### src/ssp_pkg.sv
// package: register map, field layout and encodings of the sync serial port
package ssp_pkg;
   // ---------------------------------------------------------------
   // register byte offsets
   // ---------------------------------------------------------------
   localparam logic [3:0] OFS_BUF  = 4'h0;  // port_data_buffer
   localparam logic [3:0] OFS_CTRL = 4'h4;  // port control
   localparam logic [3:0] OFS_STAT = 4'h8;  // port status
   localparam logic [3:0] OFS_ADDR = 4'hC;  // own bus address
   // ---------------------------------------------------------------
   // control fields
   // ---------------------------------------------------------------
   localparam int CTRL_EN   = 0;            // port_enable_bit
   localparam int CTRL_MODE = 1;            // mode field, two bits
   localparam int CTRL_IE   = 3;            // port irq enable
   localparam logic [7:0] CTRL_RST = 8'h00; // control reset value
   localparam logic [6:0] ADDR_RST = 7'h2A; // own address reset value
   // ---------------------------------------------------------------
   // status fields
   // ---------------------------------------------------------------
   localparam int ST_BF   = 0;              // buffer_full_flag
   localparam int ST_IF   = 1;              // port_irq_flag
   localparam int ST_WCOL = 2;              // write collision
   localparam int ST_ARB  = 3;              // arbitration lost
   localparam int ST_RW   = 4;              // direction of last address
   localparam int ST_OVF  = 5;              // receive overflow
   localparam int ST_BUSY = 6;              // transfer in progress
   // ---------------------------------------------------------------
   // timing and sizes
   // ---------------------------------------------------------------
   localparam logic [7:0] SPI_HALF_CYC = 8'h04; // master clock half period
   localparam logic [3:0] BYTE_BITS    = 4'h8;  // bits per byte
   // ---------------------------------------------------------------
   // encodings
   // ---------------------------------------------------------------
   typedef enum logic [1:0] {
      MODE_SPI_MST = 2'h0,
      MODE_SPI_SLV = 2'h1,
      MODE_I2C_SLV = 2'h2,
      MODE_OFF     = 2'h3
   } ssp_mode_type;
   typedef enum logic [2:0] {
      I2C_IDLE = 3'h0,
      I2C_ADDR = 3'h1,
      I2C_ACK  = 3'h3,
      I2C_RX   = 3'h2,
      I2C_STR  = 3'h6,
      I2C_TX   = 3'h7,
      I2C_TACK = 3'h5
   } ssp_i2c_type;
endpackage

### src/ssp_port.sv
// module: sync serial port with spi master/slave and two-wire slave
`timescale 1ns/1ps
module ssp_port #(
   parameter logic [7:0] SPI_DIV = ssp_pkg::SPI_HALF_CYC
) (
   // clock and reset
   input  wire logic        clk_i,
   input  wire logic        rst_i,
   // avalon-mm slave
   input  wire logic [3:0]  address_i,
   input  wire logic        read_i,
   input  wire logic        write_i,
   input  wire logic [31:0] writedata_i,
   output logic [31:0]      readdata_o,
   output logic             waitrequest_o,
   // power state
   input  wire logic        sleep_i,
   // spi pins
   input  wire logic        serial_clock_pin_i,
   output logic             serial_clock_pin_o,
   output logic             serial_clock_pin_oe_o,
   input  wire logic        sdi_i,
   output logic             sdo_o,
   // two-wire bus pins
   input  wire logic        bus_clock_line_i,
   output logic             bus_clock_line_o,
   output logic             bus_clock_line_oe_o,
   input  wire logic        bus_data_line_i,
   output logic             bus_data_line_o,
   output logic             bus_data_line_oe_o,
   // event outputs
   output logic             port_irq_flag_o,
   output logic             wake_o
);
   import ssp_pkg::*;

   // ---------------------------------------------------------------
   // declarations
   // ---------------------------------------------------------------
   logic [3:0]   pin_in;          // raw pins
   logic [3:0]   s1_reg;          // first sync stage
   logic [3:0]   s2_reg;          // second sync stage
   logic [3:0]   p_reg;           // previous synced value
   logic         done_reg;        // bus answer cycle
   logic [31:0]  rdata_reg;       // bus read data
   logic [7:0]   ctrl_reg;        // control register
   logic [6:0]   own_reg;         // own bus address
   logic [7:0]   buf_reg;         // shared data buffer
   logic         bf_reg;          // buffer full
   logic         irq_reg;         // port irq flag
   logic         wcol_reg;        // write collision
   logic         arb_reg;         // arbitration lost
   logic         ovf_reg;         // receive overflow
   logic         tx_pend_reg;     // transmit byte waiting
   logic [7:0]   shift_reg;       // port shift register
   logic [3:0]   bitcnt_reg;      // bits shifted
   logic         spi_busy_reg;    // master transfer active
   logic         sck_m_reg;       // master serial clock
   logic         sdo_reg;         // serial data out
   logic [7:0]   div_reg;         // master clock divider
   logic         rx_evt_reg;      // byte received pulse
   logic [7:0]   rx_byte_reg;     // byte received
   logic         tx_evt_reg;      // byte sent pulse
   logic         tx_take_reg;     // buffer taken for send
   logic         arb_evt_reg;     // arbitration lost pulse
   logic         rw_reg;          // direction bit
   logic         sda_oe_reg;      // pull data low
   logic         scl_oe_reg;      // pull clock low (stretch)
   ssp_i2c_type  i2c_st;          // two-wire state
   ssp_mode_type mode;            // selected mode
   logic         en;              // port enabled
   logic         req;             // bus request present
   logic         wr_go;           // write completes
   logic         rd_go;           // read completes
   logic         wr_buf;          // buffer written
   logic         rd_buf;          // buffer read
   logic         tick;            // master half-period enable
   logic         spi_rise;        // serial clock rising
   logic         spi_fall;        // serial clock falling
   logic         scl_s;           // synced bus clock
   logic         sda_s;           // synced bus data
   logic         scl_r;           // bus clock rising
   logic         scl_f;           // bus clock falling
   logic         i2c_start;       // start condition seen
   logic         i2c_stop;        // stop condition seen
   logic         xfer_busy;       // buffer write not allowed
   logic [7:0]   stat;            // status byte

   // ---------------------------------------------------------------
   // pin synchronisers
   // ---------------------------------------------------------------
   assign pin_in = {bus_data_line_i, bus_clock_line_i, sdi_i, serial_clock_pin_i};

   // two flops per pin, third flop only for edge finding
   generate
      for (genvar g = 0; g < 4; g++) begin : g_sync
         always_ff @(posedge clk_i) begin
            if (rst_i) begin
               s1_reg[g] <= 1'b1;
               s2_reg[g] <= 1'b1;
               p_reg[g]  <= 1'b1;
            end else begin
               s1_reg[g] <= pin_in[g];
               s2_reg[g] <= s1_reg[g];
               p_reg[g]  <= s2_reg[g];
            end
         end
      end
   endgenerate

   assign scl_s     = s2_reg[2];
   assign sda_s     = s2_reg[3];
   assign scl_r     = scl_s & ~p_reg[2];
   assign scl_f     = ~scl_s & p_reg[2];
   assign i2c_start = scl_s & p_reg[2] & ~sda_s & p_reg[3];
   assign i2c_stop  = scl_s & p_reg[2] & sda_s & ~p_reg[3];

   // ---------------------------------------------------------------
   // avalon-mm slave: one wait cycle, then answer
   // ---------------------------------------------------------------
   assign req           = read_i | write_i;
   assign waitrequest_o = req & ~done_reg;
   assign wr_go         = write_i & done_reg;
   assign rd_go         = read_i & done_reg;
   assign wr_buf        = wr_go & (address_i == OFS_BUF);
   assign rd_buf        = rd_go & (address_i == OFS_BUF);
   assign readdata_o    = rdata_reg;
   assign mode          = ssp_mode_type'(ctrl_reg[CTRL_MODE+:2]);
   assign en            = ctrl_reg[CTRL_EN];

   // status byte, top bit unused
   always_comb begin
      stat          = 8'h00;
      stat[ST_BF]   = bf_reg;
      stat[ST_IF]   = irq_reg;
      stat[ST_WCOL] = wcol_reg;
      stat[ST_ARB]  = arb_reg;
      stat[ST_RW]   = rw_reg;
      stat[ST_OVF]  = ovf_reg;
      stat[ST_BUSY] = xfer_busy;
   end

   // answer cycle flag
   always_ff @(posedge clk_i) begin
      if (rst_i) begin
         done_reg <= 1'b0;
      end else begin
         done_reg <= req & ~done_reg;
      end
   end

   // read mux captured in the wait cycle; unused bits are zero
   always_ff @(posedge clk_i) begin
      if (rst_i) begin
         rdata_reg <= 32'h0000_0000;
      end else if (read_i & ~done_reg) begin
         case (address_i)
            OFS_BUF:  rdata_reg <= {24'h00_0000, buf_reg};
            OFS_CTRL: rdata_reg <= {24'h00_0000, ctrl_reg};
            OFS_STAT: rdata_reg <= {24'h00_0000, stat};
            OFS_ADDR: rdata_reg <= {25'h000_0000, own_reg};
            default:  rdata_reg <= 32'h0000_0000;
         endcase
      end
   end

   // control and address registers
   always_ff @(posedge clk_i) begin
      if (rst_i) begin
         ctrl_reg <= CTRL_RST;
         own_reg  <= ADDR_RST;
      end else if (wr_go) begin
         if (address_i == OFS_CTRL) begin
            ctrl_reg <= {4'h0, writedata_i[3:0]};
         end
         if (address_i == OFS_ADDR) begin
            own_reg <= writedata_i[6:0];
         end
      end
   end

   // ---------------------------------------------------------------
   // flags and the shared buffer
   // ---------------------------------------------------------------
   assign xfer_busy = (mode == MODE_I2C_SLV) ? (i2c_st == I2C_TX || i2c_st == I2C_TACK)
                                             : (spi_busy_reg || bitcnt_reg != 4'h0);

   // clears first, hardware sets last so a set wins
   always_ff @(posedge clk_i) begin
      if (rst_i) begin
         buf_reg     <= 8'h00;
         bf_reg      <= 1'b0;
         irq_reg     <= 1'b0;
         wcol_reg    <= 1'b0;
         arb_reg     <= 1'b0;
         ovf_reg     <= 1'b0;
         tx_pend_reg <= 1'b0;
      end else begin
         if (wr_buf) begin
            if (xfer_busy) begin
               wcol_reg <= 1'b1;       // write during transfer ignored
            end else begin
               buf_reg     <= writedata_i[7:0];
               tx_pend_reg <= 1'b1;
            end
         end
         if (rd_buf) begin
            bf_reg <= 1'b0;
         end
         if (tx_take_reg) begin
            tx_pend_reg <= 1'b0;
         end
         if (wr_go && address_i == OFS_STAT) begin
            irq_reg  <= irq_reg & ~writedata_i[ST_IF];
            wcol_reg <= wcol_reg & ~writedata_i[ST_WCOL];
            arb_reg  <= arb_reg & ~writedata_i[ST_ARB];
            ovf_reg  <= ovf_reg & ~writedata_i[ST_OVF];
         end
         if (rx_evt_reg) begin
            irq_reg <= 1'b1;
            if (bf_reg && !rd_buf) begin
               ovf_reg <= 1'b1;        // unread byte kept
            end else begin
               buf_reg <= rx_byte_reg;
               bf_reg  <= 1'b1;
            end
         end
         if (tx_evt_reg) begin
            irq_reg <= 1'b1;
         end
         if (arb_evt_reg) begin
            arb_reg <= 1'b1;
         end
      end
   end

   // ---------------------------------------------------------------
   // spi master clock divider, halted in sleep
   // ---------------------------------------------------------------
   assign tick = (div_reg == SPI_DIV - 8'h01) & ~sleep_i;

   // divider counts only while awake
   always_ff @(posedge clk_i) begin
      // a fresh load restarts the divider, so the first bit gets a full half period
      if (rst_i || !en || mode != MODE_SPI_MST || (wr_buf && !xfer_busy)) begin
         div_reg <= 8'h00;
      end else if (!sleep_i) begin
         div_reg <= tick ? 8'h00 : div_reg + 8'h01;
      end
   end

   // slave edges come from the pin only, master edges from the divider
   assign spi_rise = (mode == MODE_SPI_MST) ? (tick & ~sck_m_reg & spi_busy_reg)
                                            : (s2_reg[0] & ~p_reg[0]);
   assign spi_fall = (mode == MODE_SPI_MST) ? (tick & sck_m_reg)
                                            : (~s2_reg[0] & p_reg[0]);

   // ---------------------------------------------------------------
   // transfer engine: spi shifting and two-wire slave
   // ---------------------------------------------------------------
   always_ff @(posedge clk_i) begin
      rx_evt_reg  <= 1'b0;
      tx_evt_reg  <= 1'b0;
      tx_take_reg <= 1'b0;
      arb_evt_reg <= 1'b0;
      if (rst_i || !en || mode == MODE_OFF) begin
         shift_reg    <= 8'h00;
         bitcnt_reg   <= 4'h0;
         spi_busy_reg <= 1'b0;
         sck_m_reg    <= 1'b0;
         sdo_reg      <= 1'b0;
         rx_byte_reg  <= 8'h00;
         rw_reg       <= 1'b0;
         sda_oe_reg   <= 1'b0;
         scl_oe_reg   <= 1'b0;
         i2c_st       <= I2C_IDLE;
      end else if (mode != MODE_I2C_SLV) begin
         // spi: load on buffer write when idle
         if (wr_buf && !xfer_busy) begin
            shift_reg   <= writedata_i[7:0];
            sdo_reg     <= writedata_i[7];
            spi_busy_reg <= (mode == MODE_SPI_MST);
         end
         if (tick && (spi_busy_reg || sck_m_reg)) begin
            sck_m_reg <= ~sck_m_reg;
         end
         if (spi_rise) begin
            shift_reg <= {shift_reg[6:0], s2_reg[1]};
            if (bitcnt_reg == BYTE_BITS - 4'h1) begin
               bitcnt_reg   <= 4'h0;
               spi_busy_reg <= 1'b0;
               rx_evt_reg   <= 1'b1;
               rx_byte_reg  <= {shift_reg[6:0], s2_reg[1]};
            end else begin
               bitcnt_reg <= bitcnt_reg + 4'h1;
            end
         end
         if (spi_fall) begin
            sdo_reg <= shift_reg[7];
         end
      end else if (i2c_start) begin
         // start or repeated start opens address phase
         i2c_st     <= I2C_ADDR;
         bitcnt_reg <= 4'h0;
         sda_oe_reg <= 1'b0;
         scl_oe_reg <= 1'b0;
      end else if (i2c_stop) begin
         i2c_st     <= I2C_IDLE;
         sda_oe_reg <= 1'b0;
         scl_oe_reg <= 1'b0;
      end else begin
         case (i2c_st)
            I2C_ADDR, I2C_RX: begin
               if (scl_r) begin
                  shift_reg  <= {shift_reg[6:0], sda_s};
                  bitcnt_reg <= bitcnt_reg + 4'h1;
               end else if (scl_f && bitcnt_reg == BYTE_BITS) begin
                  bitcnt_reg <= 4'h0;
                  if (i2c_st == I2C_RX) begin
                     rx_evt_reg  <= 1'b1;
                     rx_byte_reg <= shift_reg;
                     sda_oe_reg  <= 1'b1;
                     i2c_st      <= I2C_ACK;
                  end else if (shift_reg[7:1] == own_reg) begin
                     rw_reg     <= shift_reg[0];
                     sda_oe_reg <= 1'b1;
                     i2c_st     <= I2C_ACK;
                  end else begin
                     i2c_st <= I2C_IDLE;
                  end
               end
            end
            I2C_ACK: begin
               if (scl_f) begin
                  sda_oe_reg <= 1'b0;
                  if (rw_reg) begin
                     scl_oe_reg <= 1'b1;
                     i2c_st     <= I2C_STR;
                  end else begin
                     i2c_st <= I2C_RX;
                  end
               end
            end
            I2C_STR: begin
               // hold clock low until software supplies a byte
               if (tx_pend_reg) begin
                  shift_reg   <= buf_reg;
                  sda_oe_reg  <= ~buf_reg[7];
                  tx_take_reg <= 1'b1;
                  i2c_st      <= I2C_TX;
               end
            end
            I2C_TX: begin
               // clock goes free only once the first bit already stands
               scl_oe_reg <= 1'b0;
               if (scl_r) begin
                  if (!sda_oe_reg && !sda_s) begin
                     arb_evt_reg <= 1'b1;
                     i2c_st      <= I2C_IDLE;
                  end else begin
                     bitcnt_reg <= bitcnt_reg + 4'h1;
                  end
               end else if (scl_f) begin
                  if (bitcnt_reg == BYTE_BITS) begin
                     bitcnt_reg <= 4'h0;
                     sda_oe_reg <= 1'b0;
                     i2c_st     <= I2C_TACK;
                  end else begin
                     sda_oe_reg <= ~shift_reg[6];
                     shift_reg  <= {shift_reg[6:0], 1'b0};
                  end
               end
            end
            I2C_TACK: begin
               if (scl_r) begin
                  tx_evt_reg <= 1'b1;
                  if (sda_s) begin
                     i2c_st <= I2C_IDLE;
                  end
               end else if (scl_f) begin
                  scl_oe_reg <= 1'b1;
                  i2c_st     <= I2C_STR;
               end
            end
            default: begin
               bitcnt_reg <= 4'h0;
            end
         endcase
      end
   end

   // ---------------------------------------------------------------
   // pin and event outputs
   // ---------------------------------------------------------------
   assign serial_clock_pin_o    = sck_m_reg;
   assign serial_clock_pin_oe_o = en & (mode == MODE_SPI_MST);
   assign sdo_o                 = sdo_reg;
   assign bus_clock_line_o      = 1'b0;
   assign bus_data_line_o       = 1'b0;
   assign bus_clock_line_oe_o   = scl_oe_reg;
   assign bus_data_line_oe_o    = sda_oe_reg;
   assign port_irq_flag_o       = irq_reg;
   assign wake_o                = irq_reg & ctrl_reg[CTRL_IE];
endmodule

### config.mk
export PLATFORM = sky130hd
export DESIGN_NAME = ssp_port
export DESIGN_NICKNAME = d
export VERILOG_FILES = /design/src/ssp_pkg.sv /design/src/ssp_port.sv
export SDC_FILE = /design/constraint.sdc
export NUM_CORES = 1
export LEC_CHECK = 0
export BUFFER_PORTS_ARGS = -buffer_cell sky130_fd_sc_hd__buf_2
export CAP_MARGIN = 20
export CELL_PAD_IN_SITES_DETAIL_PLACEMENT = 0
export CELL_PAD_IN_SITES_GLOBAL_PLACEMENT = 1
export CORE_MARGIN = 2
export CORE_UTILIZATION = 30
export DETAILED_ROUTE_END_ITERATION = 10
export GPL_TIMING_DRIVEN = 0
export PLACE_DENSITY_LB_ADDON = 0.05
export SYNTH_ARGS = -nofsm -noshare
export SYNTH_HDL_FRONTEND = slang
export SYNTH_SLANG_ARGS = --single-unit
### constraint.sdc
create_clock -name clk_i -period 2.55 [get_ports clk_i]
set_clock_uncertainty 0.05 [all_clocks]
set_input_delay 0.3825 -clock clk_i [delete_from_list [all_inputs] [get_ports clk_i]]
set_output_delay 0.3825 -clock clk_i [all_outputs]
set_load 0.005 [all_outputs]
== Word-level counts from Yosys, hierarchy flattened ==
Index checks and enable logic that the tools add are counted.
Word-level totals
  flip-flop bits (word level): 110
  output and inout bits: 42
  word-level logic and storage cells: 298
Cells by class
  add/subtract/negate cells: 2
  equal/unequal tests: 48
  mux-type cells: 108
  bitwise gates (word level): 50
  reductions and logical operators: 53
Operators by type and width (count)
  8-bit 2-to-1 mux: 24
  1-bit 2-to-1 mux: 51
  4-bit 2-to-1 mux: 11
  3-bit 2-to-1 mux: 14
  4-bit != test (second input constant): 9
  8-bit one-hot mux with 4 select lines: 1
  5-bit != test (second input constant): 6
  1-bit AND: 25
  1-bit inverter: 24
  8-bit one-hot mux with 3 select lines: 1
  9-bit AND reduction: 2
  8-bit AND reduction: 2
  2-bit nonzero test: 8
  5-bit by 4-bit != test with 1-bit output (second input constant): 3
  3-bit one-hot mux with 5 select lines: 1
  4-bit equality test (second input constant): 3
  3-bit != test (second input constant): 4
  4-bit one-hot mux with 3 select lines: 1
  2-bit AND reduction: 6
  11-bit AND reduction: 1
  5-bit OR reduction: 2
  3-bit equality test (second input constant): 3
  3-bit by 2-bit != test with 1-bit output (second input constant): 3
  8-bit by 1-bit adder with 8-bit output (second input constant): 1
  other kinds (30): 55

== Longest topological paths before layout ==
Gate-level depths: netlist of run 1.
  word-level depth: 9
  gate-level depth with buffers: 9
  gate-level depth less buffers: 8

== Worst setup path before layout of run 1 ==
OpenSTA, ideal clock, no wires.
  path kind: register to register
  start point: register p_reg[2]
  end point: register i2c_st[0]
  library setup time: 0.121 ns
  data arrival time: 2.077 ns
  required time: 2.379 ns
  slack: 0.302 ns
  cell stages (with the launch flop): 10
  path buffers: 1
  clock period less this slack: 2.248 ns
  cell sequence: dfxtp_1 > inv_1 > ha_1 > buf_2 > inv_1 > nor3_1 > a211oi_1 > a2111o_1 > o22ai_1 > mux2_2
Between the ends
  longest elaborated chain between the ends: 6
RTL lines
  start, declared: line ssp_port.sv:43  | logic [3:0] p_reg;
  start signal, assigned by index: line ssp_port.sv:105  | p_reg[g] <= s2_reg[g];
  1-bit inverter (*): line ssp_port.sv:113  | assign scl_r = scl_s & ~p_reg[2];
  1-bit AND (*): line ssp_port.sv:113
  net scl_r: line ssp_port.sv:82  | logic scl_r;
  3-bit 2-to-1 mux, on equally long branches: line ssp_port.sv:375, ssp_port.sv:356
  3-bit one-hot mux with 5 select lines: line ssp_port.sv:312  | case (i2c_st)
  3-bit 2-to-1 mux: line ssp_port.sv:307  | end else if (i2c_stop) begin
  3-bit 2-to-1 mux: line ssp_port.sv:301  | end else if (i2c_start) begin
  end signal, assigned: line ssp_port.sv:303  | i2c_st <= I2C_ADDR;
  end signal, assigned: line ssp_port.sv:308  | i2c_st <= I2C_IDLE;
  end signal, assigned: line ssp_port.sv:378  | i2c_st <= I2C_IDLE;
  end, declared: line ssp_port.sv:69  | ssp_i2c_type i2c_st;
The timed path passes the listed nets; every way through them passes the cells marked *.
A chain may end at the register's enable or synchronous reset.

== Final worst setup path of run 1 ==
  start point: register s2_reg[2], in the netlist scl_s
  end point: register i2c_st[0]
Between the ends
  longest elaborated chain between the ends: 5
RTL lines
  start, declared: line ssp_port.sv:42  | logic [3:0] s2_reg;
  start signal, assigned by index: line ssp_port.sv:104  | s2_reg[g] <= s1_reg[g];
  1-bit AND (*): line ssp_port.sv:113
  net scl_r: line ssp_port.sv:82
  3-bit 2-to-1 mux, on equally long branches: line ssp_port.sv:375, ssp_port.sv:356
  3-bit one-hot mux with 5 select lines: line ssp_port.sv:312
  3-bit 2-to-1 mux: line ssp_port.sv:307
  3-bit 2-to-1 mux: line ssp_port.sv:301
Marks and branches as above.

==> key figures, run 1 <==
Status
  • Status: complete, no violations

Timing
  • Slew Limit Fails: 0
  • Hold WS: 160.8 ps
  • Final hold vios: 0
  • Crit share post-route: 94.95%
  • Setup violations, final: 0
  • Fin crit period: 2421 ps
  • Rel. slew slack: 42.85%
  • Worst-Margin Slew: 854.1 ps
  • Maximum clock rate: 413.0 MHz
  • Unrepaired setup endpoints after global routing: true
  • Setup TNS: 0 ps

Worst setup path
  • Reg2Reg Launch Point: scl_s
  • Worst reg2reg path depth: 8
  • Setup crit end kind: flip-flop
  • Critical path class: flip-flop to flip-flop
  • Worst Path Arrival: 2610 ps
  • Worst-path maximum fanout: 10
  • FF-to-FF setup slack: 130 ps
  • Req. time, crit path: 2740 ps
  • Crit path launch type: flip-flop
  • FF-to-FF End: i2c_st[0]

Yosys
  • Post-Synth Adder-Cell Area: 1.633%
  • Syn Std Cell Area: 4598 um^2
  • Async SR Flop Fraction: 0%
  • Post-synthesis register bit count: 86
  • Mapped Cells: 541
  • Ys flop type: dfxtp_1
  • Multiplexer share of the synthesized area: 8.626%
  • Post-Synth XOR/XNOR Area: 3.048%
  • Sequential element share of the synthesized area: 37.44%
  • Synth unique cells: 64
  • Syn_area_per_cell: 8.499 um^2
  • Cell accounting for the most synthesized area: dfxtp_1
  • Area share of the largest cell type after synthesis: 37.44%
  • Main area contributors after synthesis: dfxtp_1 (37%), nor2_1 (6.5%), mux2i_1 (5.4%)
  • EDFF count, synth: 0
  • Synth Warn #: 0
  • Largest family of logic cells by synthesized area: simple AND/OR/NAND/NOR gates
  • Compound-gate portion of the synthesized area: 18.31%
  • Synth Area in Simple Gates: 21.93%

Detailed routing
  • Via count: 4,055
  • DRT antenna net count: 0
  • WL final: 14,120 um
  • Drt first pass iters: 5
  • DR iter-0 viols: 232
  • DRC Markers: 0
  • WL per Instance: 17.41 um
  • Via density: 5.000

Floorplanning
  • # IOs: 87
  • Die area: 16,330 um^2
  • Die X: 127.8 um
  • Starting Density: 30.47%
  • Row cnt: 45
  • Die span in y: 127.8 um
  • Area of the core: 15,090 um^2

Placement
  • Placed cells: 788
  • Hpwl dp: 10,500 um
  • Port bufs: 34
  • Placed cell areas: 5097 um^2
  • Routability-driven placement congestion ratio: 0.8622

Layout
  • Final core utilization: 36.62%
  • Finished Cell Area: 5525 um^2
  • Area grow syn2layout: 20.16%
  • Commonest non-fill, non-tap cell in the layout: dfxtp_1
  • # nets final: 669
  • Register Area: 1722 um^2
  • N_diodes: 0
  • Fill cell count: 1,589
  • Finished Layout Cells: 811
  • Share of layout cells above drive strength 1: 21.03%
  • Most frequent cells in the layout: dfxtp_1 (86), nor2_1 (80), buf_2 (38), buf_4 (36), nand2_1 (33)
  • Multi-input logic area: 2624 um^2

Clock network
  • Clock-pin slew on the worst setup and hold paths: 60 ps
  • Clock H-tree levels: 3
  • Number of buffers created by CTS: 9
  • TritonCTS clock tree: built
  • Clock root buffer: clkbuf_16
  • Worst skew pair latency: 350 ps
  • Clock tree buffer depth: 2
  • Clock sink count: 86

Power
  • Worst ir drop on vdd: 0.2738 mV
  • Power Density: 528.6 nW/um^2
  • P_leak: 2.113 nW

Global routing
  • Vias in the first global route: 4,007
  • Global-route wire length before repair: 22,460 um
  • Total GRT Usage: 18.07%
  • Overflow after GRT: 0
  • Largest net degree at the start of global routing: 15
  • Initial antenna violation count: 0

Worst hold path
  • Hold path start: bus_data_line_i
  • Hold Path Sink: s1_reg[3]
  • Hold depth: 2
  • Worst hold path class: input pin to flip-flop

Flow run
  • Max-cap violations: 0
==> metal layers <==
metal | global-route usage [%] | part of all wire [%] | up-vias
met3 | 3.005 | 4.7 | 17
met4 | 6.141 | 1.7 | 0
met1 | 25.62 | 50 | 1903
li1 | - | - | 2029
met2 | 27.84 | 44 | 106
met5 | 0 | 0 | -
==> Yosys cell counts, drive strengths merged (3+ instances only) <==
master,number
nand2b,6
a31oi,3
nor4,6
mux2,5
o31ai,4
dfxtp,86
nand3,18
xor2,6
a22oi,9
ha,6
mux2i,25
nor3b,3
and2,5
xnor2,10
and3,6
nor3,14
nor2b,6
a211oi,17
nor2,80
inv,21
a211o,4
or2,14
a21oi,22
o32ai,8
clkbuf,18
buf,38
o21ai,23
mux4,4
o22ai,9
nand2,33
==> worst max-delay path: stages (launching register included) <==
cell      delay [ps]
dfxtp_1          380
ha_1             190
buf_2            210
inv_1            120
nor3_2           260
a211oi_1         100
a2111o_1         440
o22ai_4          200
mux2_2           360
==> worst max-delay path by stage <==
stage,start,to,slack (ps),cells after the start
5_1_grt,scl_s,i2c_st[0],-10,8
2_1_floorplan,p_reg[2],i2c_st[0],300,9
4_1_cts,bitcnt_reg[0],shift_reg[4],30,8
6_report,scl_s,i2c_st[0],130,8
3_5_place_dp,bitcnt_reg[0],shift_reg[3],-380,8
3_3_place_gp,bitcnt_reg[0],shift_reg[2],-380,8
==> per-stage QoR <==
step	power [mW]	setup WS, ps
6_report	2.921	128.9
4_1_cts	2.946	25.25
2_1_floorplan	1.495	302.5
3_5_place_dp	1.552	-377.2
3_3_place_gp	1.552	-382.8
5_1_grt	3.028	-10.21
==> cell type report <==
| type | count | area share [%] |
|---|---|---|
| inverters | 21 | 1.427 |
| well taps | 188 | 4.257 |
| clock buffers | 12 | 4.642 |
| repair buffers | 41 | 4.031 |
| plain buffers | 56 | 6.024 |
| multi-input cells | 403 | 47.49 |
| clock inverters | 4 | 0.9737 |
| flip-flops and latches | 86 | 31.16 |
==> power breakdown <==
part	switching (mW)	leakage [nW]	internal, mW
registers	0.00698	0.695	1.35
logic	0.0928	1.27	0.0705
clock network	0.579	0.145	0.817
==> what timing repair did <==
item                                    CTS  global route
gates cloned                              0             0
endpoints found under the setup margin   17            12
hold buffers                              0             0
gates resized for setup                   3            10
buffers inserted                          1             6
pin swaps                                 0             4
==> cell families (layout without fill, tap and decap cells) <==
logic type | after synthesis | count (layout)
other | 1 | 26
flip-flops | 86 | 86
AND/OR/NAND/NOR | 201 | 201
AO/OA/AOI/OAI | 120 | 120
XOR/XNOR | 16 | 16
buffers and inverters | 77 | 134
multiplexers | 34 | 34
adder cells (fa/ha/maj) | 6 | 6
Power figures use the tool's default switching activity.
==> inputs of run 2 (changes only) <==
- CORE_ASPECT_RATIO: default -> 0.75
==> key figures, run 2 (synthesis gave the netlist of run 1 again) <==
Detailed routing
  • DRC Markers: 0 (unchanged)
  • DR iter-0 viols: 359 (was 232)
  • WL per Instance: 18.00 um (was 17.41 um)
  • Drt first pass iters: 5 (unchanged)
  • WL final: 14,920 um (was 14,120 um)
  • Via count: 4,143 (was 4,055)
  • DRT antenna net count: 0 (unchanged)
  • Via density: 4.998 (was 5.000)

Worst setup path
  • Worst Path Arrival: 2610 ps (about the same)
  • Crit path launch type: flip-flop (unchanged)
  • FF-to-FF setup slack: 110 ps (was 130 ps)
  • Critical path class: flip-flop to flip-flop (unchanged)
  • Setup crit end kind: flip-flop (unchanged)
  • Req. time, crit path: 2720 ps (was 2740 ps)
  • Worst-path maximum fanout: 5 (was 10)

Floorplanning
  • Row cnt: 39 (was 45)
  • Die X: 147.0 um (was 127.8 um)
  • Area of the core: 15,130 um^2 (was 15,090 um^2)
  • # IOs: 87 (unchanged)
  • Die area: 16,340 um^2 (was 16,330 um^2)
  • Starting Density: 30.40% (was 30.47%)
  • Die span in y: 111.2 um (was 127.8 um)

Timing
  • Setup violations, final: 0 (unchanged)
  • Crit share post-route: 95.57% (was 94.95%)
  • Slew Limit Fails: 0 (unchanged)
  • Fin crit period: 2437 ps (was 2421 ps)
  • Final worst slack: 113.0 ps (was 128.9 ps)
  • Worst-Margin Slew: 906.6 ps (was 854.1 ps)
  • Hold WS: 164.9 ps (was 160.8 ps)
  • Rel. slew slack: 39.34% (was 42.85%)
  • Unrepaired setup endpoints after global routing: false (was true)
  • Final hold vios: 0 (unchanged)
  • Maximum clock rate: 410.3 MHz (was 413.0 MHz)

Clock network
  • TritonCTS clock tree: built (unchanged)
  • Number of buffers created by CTS: 9 (unchanged)
  • Worst skew pair latency: 350 ps (about the same)
  • Clock root buffer: clkbuf_16 (unchanged)
  • Clock sink count: 86 (unchanged)
  • Clock tree buffer depth: 2 (unchanged)
  • Clock-pin slew on the worst setup and hold paths: 70 ps (was 60 ps)
  • Clock H-tree levels: 3 (unchanged)

Placement
  • Place WS: -204.9 ps (was -377.2 ps)
  • Port bufs: 34 (unchanged)
  • Routability-driven placement congestion ratio: 0.8740 (was 0.8622)
  • Hpwl dp: 11,250 um (was 10,500 um)
  • Placed cell areas: 5119 um^2 (was 5097 um^2)

Worst hold path
  • Worst hold path class: input pin to flip-flop (unchanged)

Global routing
  • Initial antenna violation count: 0 (unchanged)
  • Vias in the first global route: 3,870 (was 4,007)
  • Overflow after GRT: 0 (unchanged)
  • Total GRT Usage: 18.55% (was 18.07%)
  • Global-route wire length before repair: 22,830 um (was 22,460 um)
  • Largest net degree at the start of global routing: 14 (was 15)

Layout
  • # nets final: 671 (was 669)
  • Share of layout cells above drive strength 1: 21.15% (was 21.03%)
  • Finished Cell Area: 5519 um^2 (was 5525 um^2)
  • N_diodes: 0 (unchanged)
  • Commonest non-fill, non-tap cell in the layout: dfxtp_1 (unchanged)
  • Area grow syn2layout: 20.03% (was 20.16%)
  • Most frequent cells in the layout: dfxtp_1 (86), nor2_1 (80), buf_4 (38), buf_2 (38), nand2_1 (33) (was dfxtp_1 (86), nor2_1 (80), buf_2 (38), buf_4 (36), nand2_1 (33))

Status
  • Status: complete, no violations (unchanged)

Power
  • Worst ir drop on vdd: 0.3156 mV (was 0.2738 mV)
  • Power Density: 507.5 nW/um^2 (was 528.6 nW/um^2)
  • Tot Pwr: 2.801 mW (was 2.921 mW)
  • P_leak: 2.109 nW (was 2.113 nW)

Flow run
  • Max-cap violations: 0 (unchanged)
## run 2: report_power, final
part	switching (mW)	total, mW	internal [mW]
combinational	0.0960	0.166	0.0705
clock	0.566	1.27	0.707
sequential	0.00745	1.36	1.35
total	0.669	2.80	2.13
## run 2: area by class of cell
| type | count | area (um^2) |
|---|---|---|
| inverter | 21 | 78.83 |
| clock buffer | 12 | 256.5 |
| tap | 205 | 256.5 |
| fill | 1626 | 9608 |
| sequential | 86 | 1722 |
| timing repair buffer | 43 | 237.7 |
| clock inverter | 3 | 20.02 |
| buffer | 56 | 332.8 |
| multi-input combinational | 403 | 2615 |
## run 2: path summary, 6_finish.rpt
path                                    start           end  depth (start not counted)
worst max-delay path            bitcnt_reg[0]  shift_reg[6]                          9
worst min-delay path                    sdi_i     s1_reg[1]                          2
worst max register to register  bitcnt_reg[0]  shift_reg[6]                          9
worst min register to register    tx_take_reg   tx_pend_reg                          1
## run 2: per-stage QoR
step	util, %	instances	setup TNS, ps
finish	36.48	829	0
CTS	35.75	820	-7.251
floorplan	-	566	0
global placement	33.84	805	-2316
global route	36.48	829	0
detailed placement	33.84	805	-2477
## run 2: repair_timing
item                                    4_1_cts  5_1_grt
endpoints found under the setup margin        8       25
hold buffers                                  0        0
buffers inserted                              0        9
pin swaps                                     0        3
resized for setup                             2       10
## run 2: critical path: stages (launching register included)
cell and delay [ps]:
dfxtp_1 350, inv_1 70, ha_1 190, nor4b_4 290
mux2i_4 160, nor4_4 410, buf_4 180, mux2_2 320
o2111ai_1 190, o31ai_1 100
## run 2: routing by layer
| metal | up-vias | GRT usage, % | part of all wire [%] | wire (um) |
|---|---|---|---|---|
| li1 | 2031 | - | - | - |
| met1 | 1993 | 28.69 | 54 | 8123 |
| met3 | 14 | 4.979 | 4.7 | 705 |
| met2 | 105 | 25.13 | 40 | 5902 |
| met4 | 0 | 4.359 | 1.3 | 187 |
| met5 | - | 0 | 0 | 0 |
==> inputs of run 3 (changes only) <==
- clock period: 2.55 -> 2.5 ns (I/O delays scaled with it)
==> key figures, run 3 (synthesis gave the netlist of run 1 again) <==
Timing
  • Worst-Margin Slew: 912.4 ps (was 906.6 ps)
  • Maximum clock rate: 421.2 MHz (was 410.3 MHz)
  • Crit share post-route: 94.97% (was 95.57%)
  • Rel. slew slack: 38.95% (was 39.34%)
  • Unrepaired setup endpoints after global routing: true (was false)
  • Fin crit period: 2374 ps (was 2437 ps)
  • Setup TNS: 0 ps (unchanged)
  • Slew Limit Fails: 0 (unchanged)
  • Setup violations, final: 0 (unchanged)
  • Final hold vios: 0 (unchanged)
  • Hold WS: 159.5 ps (was 164.9 ps)

Layout
  • Share of layout cells above drive strength 1: 21.54% (was 21.15%)
  • Multi-input logic area: 2623 um^2 (was 2615 um^2)
  • Commonest non-fill, non-tap cell in the layout: dfxtp_1 (unchanged)
  • N_diodes: 0 (unchanged)
  • Fill cell count: 1,623 (was 1,626)
  • Register Area: 1722 um^2 (unchanged)
  • Most frequent cells in the layout: dfxtp_1 (86), nor2_1 (80), buf_2 (38), buf_4 (37), nand2_1 (33) (was dfxtp_1 (86), nor2_1 (80), buf_4 (38), buf_2 (38), nand2_1 (33))
  • Area grow syn2layout: 20.03% (unchanged)
  • Finished Cell Area: 5519 um^2 (unchanged)
  • Finished Layout Cells: 827 (was 829)
  • # nets final: 669 (was 671)

Global routing
  • Overflow after GRT: 0 (unchanged)
  • Global-route wire length before repair: 22,920 um (was 22,830 um)
  • Largest net degree at the start of global routing: 14 (unchanged)
  • Vias in the first global route: 3,895 (was 3,870)
  • Total GRT Usage: 18.61% (was 18.55%)
  • Initial antenna violation count: 0 (unchanged)

Worst setup path
  • Worst-path maximum fanout: 10 (was 5)
  • Critical path class: flip-flop to flip-flop (unchanged)
  • Worst Path Arrival: 2560 ps (was 2610 ps)
  • FF-to-FF End: i2c_st[0] (was shift_reg[6])
  • Crit path launch type: flip-flop (unchanged)
  • FF-to-FF setup slack: 130 ps (was 110 ps)
  • Worst reg2reg path depth: 8 (was 9)
  • Reg2Reg Launch Point: scl_s (was bitcnt_reg[0])
  • Req. time, crit path: 2680 ps (was 2720 ps)
  • Setup crit end kind: flip-flop (unchanged)

Detailed routing
  • DR iter-0 viols: 337 (was 359)
  • DRC Markers: 0 (unchanged)
  • DRT antenna net count: 0 (unchanged)
  • Via density: 5.005 (was 4.998)
  • WL final: 14,930 um (was 14,920 um)
  • Via count: 4,139 (was 4,143)
  • Drt first pass iters: 5 (unchanged)
  • WL per Instance: 18.05 um (was 18.00 um)

Clock network
  • TritonCTS clock tree: built (unchanged)
  • Clock tree buffer depth: 2 (unchanged)
  • Worst skew pair latency: 350 ps (about the same)
  • Clock root buffer: clkbuf_16 (unchanged)
  • Number of buffers created by CTS: 9 (unchanged)
  • Clock-pin slew on the worst setup and hold paths: 60 ps (was 70 ps)
  • Clock sink count: 86 (unchanged)
  • Clock H-tree levels: 3 (unchanged)

Power
  • Worst ir drop on vdd: 0.3191 mV (was 0.3156 mV)
  • Power Density: 516.9 nW/um^2 (was 507.5 nW/um^2)
  • P_leak: 2.110 nW (was 2.109 nW)

Status
  • Status: complete, no violations (unchanged)

Floorplanning
  • Die span in y: 111.2 um (unchanged)
  • Die area: 16,340 um^2 (unchanged)
  • Row cnt: 39 (unchanged)
  • Area of the core: 15,130 um^2 (unchanged)
  • # IOs: 87 (unchanged)
  • Starting Density: 30.40% (unchanged)
  • Die X: 147.0 um (unchanged)

Worst hold path
  • Hold Path Sink: s1_reg[1] (unchanged)
  • Worst hold path class: input pin to flip-flop (unchanged)
  • Hold path start: sdi_i (unchanged)
  • Hold depth: 2 (unchanged)

Placement
  • Port bufs: 34 (unchanged)
  • Routability-driven placement congestion ratio: 0.8740 (unchanged)
  • Hpwl dp: 11,250 um (unchanged)
  • Placed cells: 805 (unchanged)
  • Placed cell areas: 5119 um^2 (unchanged)

Flow run
  • Max-cap violations: 0 (unchanged)
## run 3: stage by stage
step	setup WS [ps]	total power, mW	util, %
floorplan	252.5	1.525	-
global placement	-242.7	1.586	33.84
detailed placement	-247.4	1.586	33.84
CTS	4.672	2.899	36.06
global route	-5.504	2.964	36.48
finish	125.7	2.853	36.48
## run 3: worst max path at each step
stage / from / to / cells after the start
3_5_place_dp: rst_i / bus_data_line_oe_o / 6
4_1_cts: ctrl_reg[2] / shift_reg[3] / 5
5_1_grt: i2c_st[2] / shift_reg[5] / 7
2_1_floorplan: p_reg[2] / i2c_st[0] / 9
3_3_place_gp: rst_i / bus_data_line_oe_o / 6
6_report: scl_s / i2c_st[0] / 8
## run 3: where the power goes
group / total (mW) / internal, mW / switching (mW)
combinational: 0.168 / 0.0716 / 0.0960
sequential: 1.39 / 1.38 / 0.00923
clock: 1.29 / 0.722 / 0.573
## run 3: final cells by class
cell class,instances,area share (%)
Clock inverter,3,0.3627
Clock buffer,12,4.647
Buffer,55,6.030
Multi-Input combinational cell,403,47.52
Timing Repair Buffer,42,4.171
Tap cell,205,4.647
Inverter,21,1.428
Sequential cell,86,31.19
## run 3: worst max-delay path, cell delays in order (launching register included)
cell and delay (ps):
dfxtp_1 370, ha_1 180, buf_2 220, inv_1 130, nor3_2 240, a211oi_1 90
a2111o_1 430, o22ai_4 180, mux2_2 360
## run 3: repair_timing
item | in CTS | in global routing
resized for setup | 4 | 13
pin swaps | 3 | 2
setup buffers | 5 | 3
setup endpoints to repair | 10 | 27
hold buffers | 0 | 0
## run 3: per-layer routing
layer	track usage, %	part of all wire, %
met5	0	0
met1	28.77	53
met2	25.13	40
met3	4.979	6.2
met4	4.615	1.3
